File: config.mk
export PLATFORM = sky130hd
export DESIGN_NAME = lasf_limit_regs
export DESIGN_NICKNAME = d
export VERILOG_FILES = /design/src/core/lasf_pkg.sv /design/src/core/lasf_limit_regs.sv
export SDC_FILE = /design/constraint.sdc
export NUM_CORES = 1
export LEC_CHECK = 0
export BUFFER_PORTS_ARGS = -buffer_cell sky130_fd_sc_hd__buf_2
export CORE_MARGIN = 4
export CORE_UTILIZATION = 45
export DETAILED_ROUTE_END_ITERATION = 10
export PLACE_DENSITY = 0.65
export RECOVER_POWER = 100
export SYNTH_ARGS = -nofsm -noshare
export SYNTH_HDL_FRONTEND = slang
export SYNTH_SLANG_ARGS = --single-unit
File: constraint.sdc
create_clock -name clk -period 19.4 [get_ports clk]
set_clock_uncertainty 0.1 [all_clocks]
set_input_delay 1.94 -clock clk [delete_from_list [all_inputs] [get_ports clk]]
set_output_delay 1.94 -clock clk [all_outputs]
set_load 0.02 [all_outputs]
File: src/core/lasf_pkg.sv
/*
  constants, register map and carrier types for the limit-check register
  bank of a power monitor. assumes a byte-wide register access port driven
  by a serial-bus engine on the same clock.
*/
// Function
// - enable bit 7 arms power over-limit alert
// - enable bit 6 arms power under-limit alert
// - enable bits 5,4 arm sense over/under alerts
// - enable bits 3,2 arm supply over/under alerts
// - enable bits 1,0 arm auxiliary over/under alerts
// - all alert enables reset to zero
// - status bit 7 shows power above max threshold
// - status bit 6 shows power below min threshold
// - status bits 5,4 show sense limit state
// - status bits 3,2 show supply limit state
// - status bits 1,0 show auxiliary limit state
// - fault bit 7 latches power over-limit
// - fault bit 6 latches power under-limit
// - fault bits 5,4 latch sense limit events
// - fault bits 3,2 latch supply limit events
// - fault bits 1,0 latch auxiliary limit events
// - fault register read/write, status read-only
// - 12-bit high byte holds bits 11..4
// - 12-bit low byte bits 3..0, low nibble zero
// - power top byte holds bits 23..16
// - result/minmax writes need unlock; thresholds always
// - unlock bit halts conversion, resets cleared
package lasf_pkg;

  localparam int NCH  = 4;   // power, sense, supply, auxiliary
  localparam int NFLD = 5;   // value, max, min, max thresh, min thresh

  localparam logic [5:0] ADDR_CTRL       = 6'h00;
  localparam logic [5:0] ADDR_ALERT_EN   = 6'h01;
  localparam logic [5:0] ADDR_STATUS     = 6'h02;
  localparam logic [5:0] ADDR_FAULTS     = 6'h03;
  localparam logic [5:0] ADDR_POWER_BASE = 6'h05;
  localparam logic [5:0] ADDR_SENSE_BASE = 6'h14;
  localparam logic [5:0] ADDR_SUPPLY_BASE = 6'h1e;
  localparam logic [5:0] ADDR_AUX_BASE   = 6'h28;

  localparam int F_VAL   = 0;
  localparam int F_MAX   = 1;
  localparam int F_MIN   = 2;
  localparam int F_THMAX = 3;
  localparam int F_THMIN = 4;

  localparam int POWER_BYTES = 3;
  localparam int ADC_BYTES   = 2;
  localparam int TEST_BIT    = 4;

  localparam logic [7:0]  ALERT_EN_RST = 8'h00;
  localparam logic [7:0]  FAULTS_RST   = 8'h00;
  localparam logic [7:0]  CTRL_RST     = 8'h00;
  localparam logic [23:0] ZERO24       = 24'h000000;
  localparam logic [23:0] ONES_POWER   = 24'hffffff;
  localparam logic [23:0] ONES_ADC     = 24'h000fff;

  typedef struct packed {
    logic       wr;
    logic       rd;
    logic [7:0] addr;
    logic [7:0] wdata;
  } lasf_req_t;

  typedef struct packed {
    logic        vld;
    logic [23:0] data;
  } lasf_sample_t;

endpackage : lasf_pkg

File: src/core/lasf_limit_regs.sv
/*
  limit-check register bank: alert enables, live limit status, sticky
  faults, and the result, min/max and threshold byte registers for power
  and three 12-bit channels. assumes the serial-bus engine presents single
  cycle read/write strobes, and the converter presents result pulses.
*/
`timescale 1ns/10ps
module lasf_limit_regs (
  input  wire logic                          clk,       // 100 MHz clock
  input  wire logic                          rst,       // async reset
  input  wire logic                          ce,        // clock enable
  input  wire lasf_pkg::lasf_req_t           req,       // register access
  input  wire lasf_pkg::lasf_sample_t [3:0]  sample,    // new results
  output logic [7:0]                         rdata,     // read byte
  output logic                               alert,     // alert level
  output logic                               conv_halt  // stop converter
);

  logic [7:0]  ctrl_q;
  logic [7:0]  alert_en_q;
  logic [7:0]  faults_q;
  logic [7:0]  faults_d;
  logic [7:0]  status;
  logic [7:0]  rdata_q;
  logic [7:0]  rdata_d;
  logic        alert_q;
  logic [23:0] fld_q [lasf_pkg::NCH][lasf_pkg::NFLD];
  logic [7:0]  ch_rd [lasf_pkg::NCH];
  logic        ch_hit [lasf_pkg::NCH];

  wire  [5:0]  addr6        = req.addr[5:0];   // top address bits ignored
  wire         test_unlock  = ctrl_q[lasf_pkg::TEST_BIT];
  wire         wr_ctrl      = req.wr && addr6 == lasf_pkg::ADDR_CTRL;
  wire         wr_alert_en  = req.wr && addr6 == lasf_pkg::ADDR_ALERT_EN;
  wire         wr_faults    = req.wr && addr6 == lasf_pkg::ADDR_FAULTS;

  function automatic logic [23:0] put_byte(input logic [23:0] old,
                                           input int          b,
                                           input logic        adc,
                                           input logic [7:0]  wd);
    logic [23:0] r;
    r = old;
    if (adc) begin
      if (b == 0) begin
        r[11:4] = wd;
      end else begin
        r[3:0] = wd[7:4];
      end
    end else begin
      r[23 - 8 * b -: 8] = wd;
    end
    return r;
  endfunction : put_byte

  function automatic logic [7:0] get_byte(input logic [23:0] v,
                                          input int          b,
                                          input logic        adc);
    logic [7:0] r;
    r = 8'h00;
    if (adc) begin
      if (b == 0) begin
        r = v[11:4];
      end else begin
        r = {v[3:0], 4'h0};
      end
    end else begin
      r = v[23 - 8 * b -: 8];
    end
    return r;
  endfunction : get_byte

  // per channel: byte decode, field storage, limit comparison
  for (genvar c = 0; c < lasf_pkg::NCH; c++) begin : g_ch
    localparam logic       ADC  = (c != 0);
    localparam int         NB   = ADC ? lasf_pkg::ADC_BYTES
                                      : lasf_pkg::POWER_BYTES;
    localparam logic [5:0] BASE = (c == 0) ? lasf_pkg::ADDR_POWER_BASE :
                                  (c == 1) ? lasf_pkg::ADDR_SENSE_BASE :
                                  (c == 2) ? lasf_pkg::ADDR_SUPPLY_BASE :
                                             lasf_pkg::ADDR_AUX_BASE;
    localparam logic [5:0] SPAN = 6'(lasf_pkg::NFLD * NB);
    localparam logic [23:0] ONES = ADC ? lasf_pkg::ONES_ADC
                                       : lasf_pkg::ONES_POWER;

    wire [5:0]  off   = addr6 - BASE;
    wire        hit   = addr6 >= BASE && off < SPAN;
    wire [5:0]  fidx  = off / 6'(NB);
    wire [5:0]  bidx  = off % 6'(NB);
    wire [23:0] smp   = ADC ? (sample[c].data & lasf_pkg::ONES_ADC)
                            : sample[c].data;
    // converter halted while unlocked, so new results are ignored
    wire        upd   = sample[c].vld && !test_unlock;
    wire [23:0] val   = fld_q[c][lasf_pkg::F_VAL];

    assign ch_hit[c] = hit;
    assign ch_rd[c]  = hit ? get_byte(fld_q[c][fidx[2:0]], int'(bidx), ADC)
                           : 8'h00;

    assign status[7 - 2 * c] = val > fld_q[c][lasf_pkg::F_THMAX];
    assign status[6 - 2 * c] = val < fld_q[c][lasf_pkg::F_THMIN];

    for (genvar f = 0; f < lasf_pkg::NFLD; f++) begin : g_fld
      localparam logic [23:0] RST =
        (f == lasf_pkg::F_MIN || f == lasf_pkg::F_THMAX) ? ONES
                                                         : lasf_pkg::ZERO24;
      localparam logic THRESH = (f >= lasf_pkg::F_THMAX);
      wire        fhit = hit && fidx == 6'(f);
      wire        we   = req.wr && fhit && (THRESH || test_unlock);
      logic [23:0] nxt;
      logic        take;

      always_comb begin
        nxt  = fld_q[c][f];
        take = 1'b0;
        if (f == lasf_pkg::F_VAL) begin
          nxt  = smp;
          take = upd;
        end else if (f == lasf_pkg::F_MAX) begin
          nxt  = smp;
          take = upd && smp > fld_q[c][f];
        end else if (f == lasf_pkg::F_MIN) begin
          nxt  = smp;
          take = upd && smp < fld_q[c][f];
        end
      end

      always_ff @(posedge clk or posedge rst) begin
        if (rst) begin
          fld_q[c][f] <= RST;
        end else if (ce) begin
          if (we) begin
            fld_q[c][f] <= put_byte(fld_q[c][f], int'(bidx), ADC,
                                    req.wdata);
          end else if (take) begin
            fld_q[c][f] <= nxt;
          end
        end
      end
    end
  end

  // host write replaces the fault byte; live conditions still set
  assign faults_d = (wr_faults ? req.wdata : faults_q) | status;

  always_comb begin
    rdata_d = 8'h00;
    for (int c = 0; c < lasf_pkg::NCH; c++) begin
      rdata_d = rdata_d | ch_rd[c];
    end
    case (addr6)
      lasf_pkg::ADDR_CTRL:     rdata_d = ctrl_q;
      lasf_pkg::ADDR_ALERT_EN: rdata_d = alert_en_q;
      lasf_pkg::ADDR_STATUS:   rdata_d = status;
      lasf_pkg::ADDR_FAULTS:   rdata_d = faults_q;
      default:                 rdata_d = rdata_d;
    endcase
  end

  always_ff @(posedge clk or posedge rst) begin
    if (rst) begin
      ctrl_q     <= lasf_pkg::CTRL_RST;
      alert_en_q <= lasf_pkg::ALERT_EN_RST;
      faults_q   <= lasf_pkg::FAULTS_RST;
      rdata_q    <= 8'h00;
      alert_q    <= 1'b0;
    end else if (ce) begin
      if (wr_ctrl) begin
        ctrl_q <= req.wdata & (8'h01 << lasf_pkg::TEST_BIT);
      end
      if (wr_alert_en) begin
        alert_en_q <= req.wdata;
      end
      faults_q <= faults_d;
      if (req.rd) begin
        rdata_q <= rdata_d;
      end
      alert_q <= |(faults_q & alert_en_q);
    end
  end

  assign rdata     = rdata_q;
  assign alert     = alert_q;
  assign conv_halt = test_unlock;

endmodule : lasf_limit_regs

==> results of run 1 <==
[power by group]
group | internal [mW] | switching (mW)
sequential | 0.890 | 0.144
combinational | 0.512 | 0.953
clock | 0.422 | 0.313
total | 1.82 | 1.41
[layout make-up]
type | instances | share of cell area
Clock buffer | 62 | 0.0430
Clock inverter | 10 | 0.00289
Tap cell | 696 | 0.0324
Inverter | 258 | 0.0361
Antenna cell | 2 | 0.000186
Sequential cell | 326 | 0.309
Multi-Input combinational cell | 1991 | 0.552
Timing Repair Buffer | 126 | 0.0247
[metrics by stage]
| stage | util | power, mW | instance area, um^2 | worst slack [ps] | hold slack [ps] |
|---|---|---|---|---|---|
| global placement | 0.476 | 2.42 | 25700 | 6030 | 363 |
| floorplan | - | 2.00 | 24700 | 8530 | 353 |
| CTS | 0.499 | 3.22 | 27000 | 6320 | 374 |
| global route | 0.497 | 3.42 | 26900 | 2910 | 395 |
| detailed placement | 0.476 | 2.47 | 25700 | 5730 | 365 |
| finish | 0.497 | 3.23 | 26900 | 3810 | 377 |
[registers in the layout, indices dropped and copies added (netlist names)]
name / flops
g_ch.g_fld.nxt: 120
ctrl_q: 1
g_ch.val: 60
alert: 1
rdata: 8
alert_en_q: 8
faults_q: 8
fld_q: 120
[cell usage after synthesis (all sizes together), types with 33 or more instances]
cell      n  area, um^2
nand2   267        1000
ha      262        3280
inv     257         965
dfrtp   206        5150
o21ai   193         966
a21oi   186         950
nor2    153         582
mux2i   148        1480
dfstp   120        3150
clkbuf  106         398
a21o    102         766
mux2     76         856
nand3    55         275
nor3     47         235
buf      43         209
a221oi   39         354
a211oi   37         283
mux4     37         833
nand4    37         231
nand2b   36         225
a31oi    33         221
[path summary, 6_finish.rpt]
kind	start	to	cells after the start
setup / recovery	req[10]	g_ch[0].val[4]$_DFFE_PP0P_	31
hold / removal	g_ch[0].g_fld[3].nxt[5]$_DFFE_PP1P_	g_ch[0].g_fld[3].nxt[5]$_DFFE_PP1P_	2
setup reg to reg	fld_q[409]$_DFFE_PP1P_	fld_q[429]$_DFFE_PP1P_	17
hold reg to reg	g_ch[0].g_fld[3].nxt[5]$_DFFE_PP1P_	g_ch[0].g_fld[3].nxt[5]$_DFFE_PP1P_	2
max in group asynchronous	rst	g_ch[0].val[10]$_DFFE_PP0P_	4
min in group asynchronous	rst	fld_q[194]$_DFFE_PP0P_	2
[kinds of logic after synthesis]
family | after synthesis
DFF | 326
muxes | 261
adders and majority gates | 262
buffers and inverters | 407
AOI/OAI and AO/OA | 743
xor gates and xnor gates | 18
and+or+nand+nor | 707
[tightest hold or removal path, delay by kind of cell (launching register included)]
kind             cells  cell delay [ps]
AO/OA/AOI/OAI        1               60
flip-flops           1              370
AND/OR/NAND/NOR      1               50
[metal layers]
layer  wire [um]  vias to the layer above
li1            -                     9896
met1       35700                    10500
met2       35800                      927
met3        6620                      172
met4        2240                        2
met5          13                        -
==> metrics.yaml, run 1 <==
timing:
  finalCritPeriodShare: 0.803
  max-slew-margin-rel: -2.64
  worstMarginPinSlew_ps: 5430
  setup-violations-final: 0
  min_period_ps: 15590
  hold_viol_final: 0
  finalSetupTns_ps: 0
  rsz0062_at_grt: "no"
  slew_violations: 467
  max_freq_ghz: 0.0642
synthesis:
  ys_ff_latch: 326
  synthMuxAreaShare: 0.128
  synth-edff-count: 0
  ys_seq_area_frac: 0.336
  synth-xor-area-share: 0.00760
  synth_cells: 2724
  yosys_most_used_dff: "dfrtp_1"
  synth_warnings: 0
  synth_adder_area_share: 0.133
  synth_simple_gate_area_frac: 0.135
  syn_area_per_cell_um2: 9.07
  async_flop_share: 1.00
  syn-num-nets: 3107
  netlist_area_um2: 24700
  synth-compound-area-share: 0.196
  ys_types: 88
  synth_top_family_by_area: "compound AO/OA/AOI/OAI gates"
route:
  drt-total-wl_mm: 80.5
  drtAntennaViolNets: 0
  wire_per_inst_um: 23.2
  drt_first_pass_iters: 7
  vias: 21500
  post-route-drc-count: 0
  first_iter_violations: 2091
  via_per_inst: 6.19
die:
  rows: 85
  start_util: 0.457
  ioPinCount: 131
  die_x_um: 242
  die_h_um: 242
  die_area_um2: 58700
  core-area_um2: 54000
cells_and_area:
  drive_gt1_frac: 0.153
  regArea_um2: 8310
  multi_input_area_um2: 14800
  fillers: 5010
  areaGrowthSynthToFinish_pct: 8.82
  final_cells: 3471
  final_common_cell: "nand2_1"
  final_cell_mix: "266 x nand2_1, 262 x ha_1, 255 x inv_1"
  nets: 3126
worst_setup_path:
  path_class: "in -> reg"
  slowest_delay_ps: 1490
  crit_family: "compound AO/OA/AOI/OAI gates"
  cp-start-kind: "input port"
  cpMostUsedCell: "ha_1"
  slowest_stage: "and4_1"
  path_buf_inv: 4
  crit_required_ps: 19650
  critPathMaxFanout: 45
  r2r_slack_ps: 14840
  arrival_ps: 15830
  cp-end-kind: "flip-flop"
outcome:
  violations: "capacitance limit, slew limit"
  status: "complete, but fails checks"
global_route:
  grt_pass1_wl_mm: 125
  top_usage_layer: "met2"
  overflow: 0
  gr-usage-met3: 0.0547
  antenna_found_initial: 1
  met1_usage: 0.380
  grt_max_degree: 117
  grt_pass1_vias: 21200
  met2_usage: 0.410
  grt_use_total: 0.266
placed_design:
  hpwl_mm: 56.4
  gp_congestion: 0.902
  port-buffer-count: 92
  dp.cells: 3397
cts:
  cts_resized: 0
  worstSkewPairLatency_ps: 570
  clock-root-buffer: "clkbuf_16"
  cts_hold_buf: 0
  clk_pin_slew_ps: 60
  cts_buffer_depth: 3
  ctsHtreeMaxLevel: 2
  cts_tree: "built"
  numCtsBuffers: 40
  post-cts-setup-buffers: 0
  clock_sinks: 326
flow_run:
  cap_violations: 10
power:
  p_leak_nw: 12.6
  p_per_area_nw_per_um2: 120
  vdd_drop_max_mv: 0.203
min_path:
  hold_path_class: "reg -> reg"
No activity file was read; power rests on OpenSTA's default activity.
==> inputs of run 2 (changes only) <==
- PLACE_DENSITY: 0.65 -> 0.67
- clock period: 19.4 -> 12.97 ns (I/O delays scaled with it)
==> run 2 against run 1 <==
The flow still finishes with violations (capacitance limit, slew limit). Routed wire length fell by 1.7%. Power rose by 51%. Design area rose by 0.38%. Setup slack got worse by 2700 ps. Cell count barely moved. Clock power rose by 55%. Non-clock buffer count fell by 2. Via count rose by 0.10%. Combinational power rose by 49%. Sequential cell count did not move.
==> metrics.yaml, run 2 (same netlist as run 1, synthesis figures left out) <==
power:
  power_mw: 4.87  # +51%
  p_leak_nw: 12.6  # +0.37%
  vdd_drop_max_mv: 0.227  # +12%
  p_per_area_nw_per_um2: 181  # +50%
cells_and_area:
  multi_input_area_um2: 14800  # +0.13%
  areaGrowthSynthToFinish_pct: 9.23
  fillers: 4906  # -2.1%
  fin_util: 0.499  # +0.00188
  final_cell_mix: "266 x nand2_1, 262 x ha_1, 255 x inv_1"
  final_common_cell: "nand2_1"
  nets: 3124  # -0.064%
  antenna_cells: 0  # -2
  drive_gt1_frac: 0.157  # +0.00469
  final_cells: 3469  # -0.058%
  regArea_um2: 8310  # unchanged
  final_area_um2: 27000  # +0.38%
outcome:
  status: "complete, but fails checks"
  violations: "capacitance limit, slew limit"
cts:
  ctsHtreeMaxLevel: 2  # unchanged
  cts_tree: "built"
  numCtsBuffers: 40  # unchanged
  clock_sinks: 326  # unchanged
  cts_hold_buf: 0  # unchanged
  cts_resized: 0  # unchanged
  worstSkewPairLatency_ps: 580  # about the same
  cts_buffer_depth: 3  # unchanged
  clk_pin_slew_ps: 60  # about the same
  clock-root-buffer: "clkbuf_16"
  post-cts-setup-buffers: 0  # unchanged
timing:
  layout_setup_ws_ps: 1130  # -2690 ps
  finalCritPeriodShare: 0.913
  holdWs_ps: 373  # -4.32 ps
  min_period_ps: 11840
  max-slew-margin-rel: -2.37  # +0.272
  rsz0062_at_grt: "no"
  finalSetupTns_ps: 0  # unchanged
  worstMarginPinSlew_ps: 5050  # -378 ps
  setup-violations-final: 0  # unchanged
  hold_viol_final: 0  # unchanged
  max_freq_ghz: 0.0844
  slew_violations: 404  # -13%
placed_design:
  gp_congestion: 0.946  # +4.9%
  place_ws_ps: 1630  # -4090 ps
  dp.cells: 3395  # -0.059%
  hpwl_mm: 56.4  # about the same
  port-buffer-count: 92  # unchanged
  place_area_um2: 25700  # about the same
worst_setup_path:
  slowest_stage: "and2_0"
  crit_required_ps: 13360  # -6290 ps
  cp-start-kind: "input port"
  arrival_ps: 12230  # -3600 ps
  critPathMaxFanout: 36  # -20%
  cp-end-kind: "flip-flop"
  path_buf_inv: 3  # -1
  reg2reg_from: "fld_q[49]$_DFFE_PP1P_"
  crit_family: "simple AND/OR/NAND/NOR gates"
  startpoint: "req[10]"
  cpMostUsedCell: "ha_1"
  slowest_delay_ps: 1160  # -330 ps
  path_class: "in -> reg"
route:
  post-route-drc-count: 0  # unchanged
  first_iter_violations: 2441  # +17%
  drt_first_pass_iters: 6  # -1
  via_per_inst: 6.20  # +0.16%
  wire_per_inst_um: 22.8  # -1.7%
  drtAntennaViolNets: 0  # unchanged
  drt-total-wl_mm: 79.1  # -1.7%
  vias: 21500  # +0.10%
die:
  die_h_um: 242  # unchanged
  die_x_um: 242  # unchanged
  die_area_um2: 58700  # unchanged
  rows: 85  # unchanged
  start_util: 0.457  # unchanged
  ioPinCount: 131  # unchanged
  core-area_um2: 54000  # unchanged
global_route:
  overflow: 0  # unchanged
  grt_pass1_wl_mm: 124  # -0.87%
  grt_use_total: 0.263  # -0.00380
  antenna_found_initial: 1  # unchanged
  grt_max_degree: 161  # +38%
  grt_pass1_vias: 21600  # +2.1%
min_path:
  hp-start: "g_ch[0].g_fld[3].nxt[4]$_DFFE_PP1P_"
  hold_path_class: "reg -> reg"
flow_run:
  cap_violations: 7  # -3
-- run 2: worst reg2reg max path, cell delays in order, from the launching register on --
cell and delay (ps):
dfstp_2 570, inv_1 60, ha_1 280, a21o_1 170, a21o_1 180, a21o_1 210, a21o_1 180, a21o_1 160
a21o_1 170, a21o_1 200, a21o_1 180, a21o_1 170, a21o_1 180, a31oi_1 200, o21ai_0 570, mux2_2 500
-- run 2: path summary, 6_finish.rpt --
kind                                                       end  slack, ps  cells past startpoint
min in group asynchronous               fld_q[192]$_DFFE_PP0P_       2090                      2
max reg2reg                              fld_q[56]$_DFFE_PP1P_       8820                     15
max                                       rdata[4]$_DFFE_PP0P_       1130                     27
min reg2reg                g_ch[0].g_fld[3].nxt[4]$_DFFE_PP1P_        370                      2
min                        g_ch[0].g_fld[3].nxt[4]$_DFFE_PP1P_        370                      2
max in group asynchronous               fld_q[436]$_DFFE_PP0P_       2580                      4
-- run 2: final cells by class --
class	instances	share of cell area
Sequential cell	326	0.308
Clock buffer	62	0.0450
Clock inverter	12	0.00357
Multi-Input combinational cell	1991	0.550
Timing Repair Buffer	124	0.0249
Tap cell	696	0.0323
Inverter	258	0.0359
-- run 2: per-layer routing --
layer / GRT usage / wire length [um] / part of all wire
met2: 0.414 / 35700 / 0.45
met3: 0.0551 / 6760 / 0.086
met5: 0 / 8 / 0.00010
met4: 0.0893 / 2750 / 0.035
met1: 0.361 / 33800 / 0.43
-- run 2: report_power, final --
group / internal, mW / total (mW) / leakage (nW) / switching (mW)
logic: 0.782 / 2.18 / 8.22 / 1.40
registers: 1.33 / 1.55 / 3.73 / 0.222
clock network: 0.666 / 1.14 / 0.655 / 0.471
total: 2.78 / 4.87 / 12.6 / 2.09
==> inputs of run 3 (changes only) <==
- clock period: 12.97 -> 9.9 ns (I/O delays scaled with it)
==> run 3 against run 2 <==
The flow still finishes with violations (capacitance limit, slew limit). Hold slack gained 0.55 ps. Global-route usage is essentially flat. Routed wire length is the same. Die area is the same. Cell count grew 0.20%. Sequential power grew 31%. Via count grew 0.45%. Combinational power grew 32%.
==> metrics.yaml, run 3 (same netlist as run 1, synthesis figures left out) <==
outcome:
  status: "complete, but fails checks"
  violations: "capacitance limit, slew limit"
timing:
  finalCritPeriodShare: 0.933
  slew_violations: 368  # -8.9%
  min_period_ps: 9240
  rsz0062_at_grt: "no"
  max-slew-margin-rel: -1.98  # +0.387
  hold_viol_final: 0  # unchanged
  finalSetupTns_ps: 0  # unchanged
  max_freq_ghz: 0.108
  setup-violations-final: 0  # unchanged
  layout_setup_ws_ps: 660  # -467 ps
  worstMarginPinSlew_ps: 4470  # -580 ps
power:
  intPower_mw: 3.68  # +33%
  clock_power_share: 0.236  # +0.003
  pwr-share-comb: 0.447  # about the same
  p_per_area_nw_per_um2: 237  # +32%
  p_sw_frac: 0.427  # -0.00277
  p_leak_nw: 12.7  # +0.54%
  vdd_drop_max_mv: 0.272  # +20%
  pwr-share-seq: 0.316  # -0.003
  p_sw_mw: 2.74  # +31%
die:
  core-area_um2: 54000  # unchanged
  die_h_um: 242  # unchanged
  rows: 85  # unchanged
  die_area_um2: 58700  # unchanged
  ioPinCount: 131  # unchanged
  start_util: 0.457  # unchanged
  die_x_um: 242  # unchanged
min_path:
  hold_path_class: "reg -> reg"
  whs_path_depth: 2  # unchanged
cells_and_area:
  final_common_cell: "nand2_1"
  areaGrowthSynthToFinish_pct: 9.61
  final_cell_mix: "266 x nand2_1, 262 x ha_1, 255 x inv_1"
  nets: 3134  # +0.32%
  antenna_cells: 0  # unchanged
  drive_gt1_frac: 0.161  # +0.00392
  fillers: 4953  # +0.96%
placed_design:
  place_ws_ps: 320  # -1310 ps
  gp_congestion: 0.942  # -0.37%
  port-buffer-count: 92  # unchanged
  hpwl_mm: 56.6  # +0.28%
worst_setup_path:
  cpMostUsedCell: "ha_1"
  slowest_stage: "a2111oi_4"
  path_class: "in -> reg"
  crit_required_ps: 10240  # -3120 ps
  cp-start-kind: "input port"
  arrival_ps: 9580  # -2650 ps
  slowest_delay_ps: 620  # -540 ps
  critPathMaxFanout: 16  # -56%
  cp-end-kind: "flip-flop"
  r2r_cells: 16  # +1
route:
  first_iter_violations: 2281  # -6.6%
  vias: 21600  # +0.45%
  drt-total-wl_mm: 79.1  # unchanged
  post-route-drc-count: 0  # unchanged
  via_per_inst: 6.22  # +0.24%
  wire_per_inst_um: 22.7  # -0.20%
  drtAntennaViolNets: 0  # unchanged
  drt_first_pass_iters: 6  # unchanged
global_route:
  grt_max_degree: 173  # +7.5%
  antenna_found_initial: 1  # unchanged
  grt_use_total: 0.263  # +0.000401
  top_usage_layer: "met2"
  met2_usage: 0.412  # -0.00225
  grt_pass1_wl_mm: 124  # about the same
  met1_usage: 0.368  # +0.00666
  gr-usage-met3: 0.0509  # -0.00421
  overflow: 0  # unchanged
  grt_pass1_vias: 21400  # -0.92%
cts:
  post-cts-setup-buffers: 0  # unchanged
  clock-root-buffer: "clkbuf_16"
  cts_tree: "built"
  clk_pin_slew_ps: 60  # about the same
  cts_hold_buf: 0  # unchanged
  cts_buffer_depth: 3  # unchanged
  worstSkewPairLatency_ps: 560  # -20 ps
  cts_resized: 0  # unchanged
  ctsHtreeMaxLevel: 2  # unchanged
  clock_sinks: 326  # unchanged
  numCtsBuffers: 39  # -2.5%
flow_run:
  cap_violations: 7  # unchanged
[run 3: cell count changes in the layout (fill, tap and decap cells not counted), sizes merged]
cell,previous run,this run
buf,104,116
bufinv,1,4
clkbuf,82,76
clkinv,10,8
clkinvlp,1,2
inv,258,257
[run 3: final timing paths]
check / start / to / slack [ps]
worst min-delay path: g_ch[0].g_fld[3].nxt[4]$_DFFE_PP1P_ / g_ch[0].g_fld[3].nxt[4]$_DFFE_PP1P_ / 370
min in group asynchronous: rst / fld_q[193]$_DFFE_PP0P_ / 640
worst max register to register: fld_q[409]$_DFFE_PP1P_ / fld_q[410]$_DFFE_PP1P_ / 5620
max in group asynchronous: rst / fld_q[78]$_DFFE_PP0P_ / 2540
worst max-delay path: req[9] / g_ch[0].g_fld[3].nxt[2]$_DFFE_PP1P_ / 660
worst min register to register: g_ch[0].g_fld[3].nxt[4]$_DFFE_PP1P_ / g_ch[0].g_fld[3].nxt[4]$_DFFE_PP1P_ / 370
[run 3: through the flow]
stage / hold slack (ps) / instances / util / instance area (um^2) / total power [mW]
finish: 373 / 3476 / 0.501 / 27100 / 6.43
global route: 386 / 3476 / 0.501 / 27100 / 6.81
CTS: 374 / 3476 / 0.502 / 27100 / 6.38
detailed placement: 366 / 3406 / 0.477 / 25800 / 4.84
global placement: 362 / 3406 / 0.477 / 25800 / 4.73
floorplan: 353 / 2724 / - / 24700 / 3.92
[run 3: critical path, delay by kind of cell]
| kind | cells | cell delay (ps) |
|---|---|---|
| fa+ha+maj | 6 | 2040 |
| simple gates | 9 | 2640 |
| compound gates | 8 | 2320 |
| buf+inv | 5 | 580 |
| mux | 1 | 160 |
| xor+xnor | 3 | 800 |
[run 3: layout make-up]
| cell class | instances | area [um^2] | area share |
|---|---|---|---|
| tap | 696 | 871 | 0.0322 |
| sequential | 326 | 8310 | 0.307 |
| inverter | 258 | 970 | 0.0358 |
| clock inverter | 13 | 175 | 0.00647 |
| timing repair buffer | 135 | 738 | 0.0273 |
| clock buffer | 57 | 1160 | 0.0430 |
| multi-input combinational | 1991 | 14800 | 0.548 |
[run 3: power by group through the flow]
stage / clock network, mW / registers, mW / logic [mW]
6_report: 1.52 / 2.03 / 2.88
5_1_grt: 1.59 / 2.06 / 3.15
4_1_cts: 1.54 / 2.02 / 2.82
3_5_place_dp: 0 / 2.04 / 2.79
3_3_place_gp: 0 / 2.04 / 2.70
2_1_floorplan: 0 / 1.91 / 2.01
[run 3: metal layers]
metal / wire [um] / share of wire
met3: 6420 / 0.081
met2: 35300 / 0.45
met5: 12 / 0.00015
met4: 2770 / 0.035
met1: 34600 / 0.44
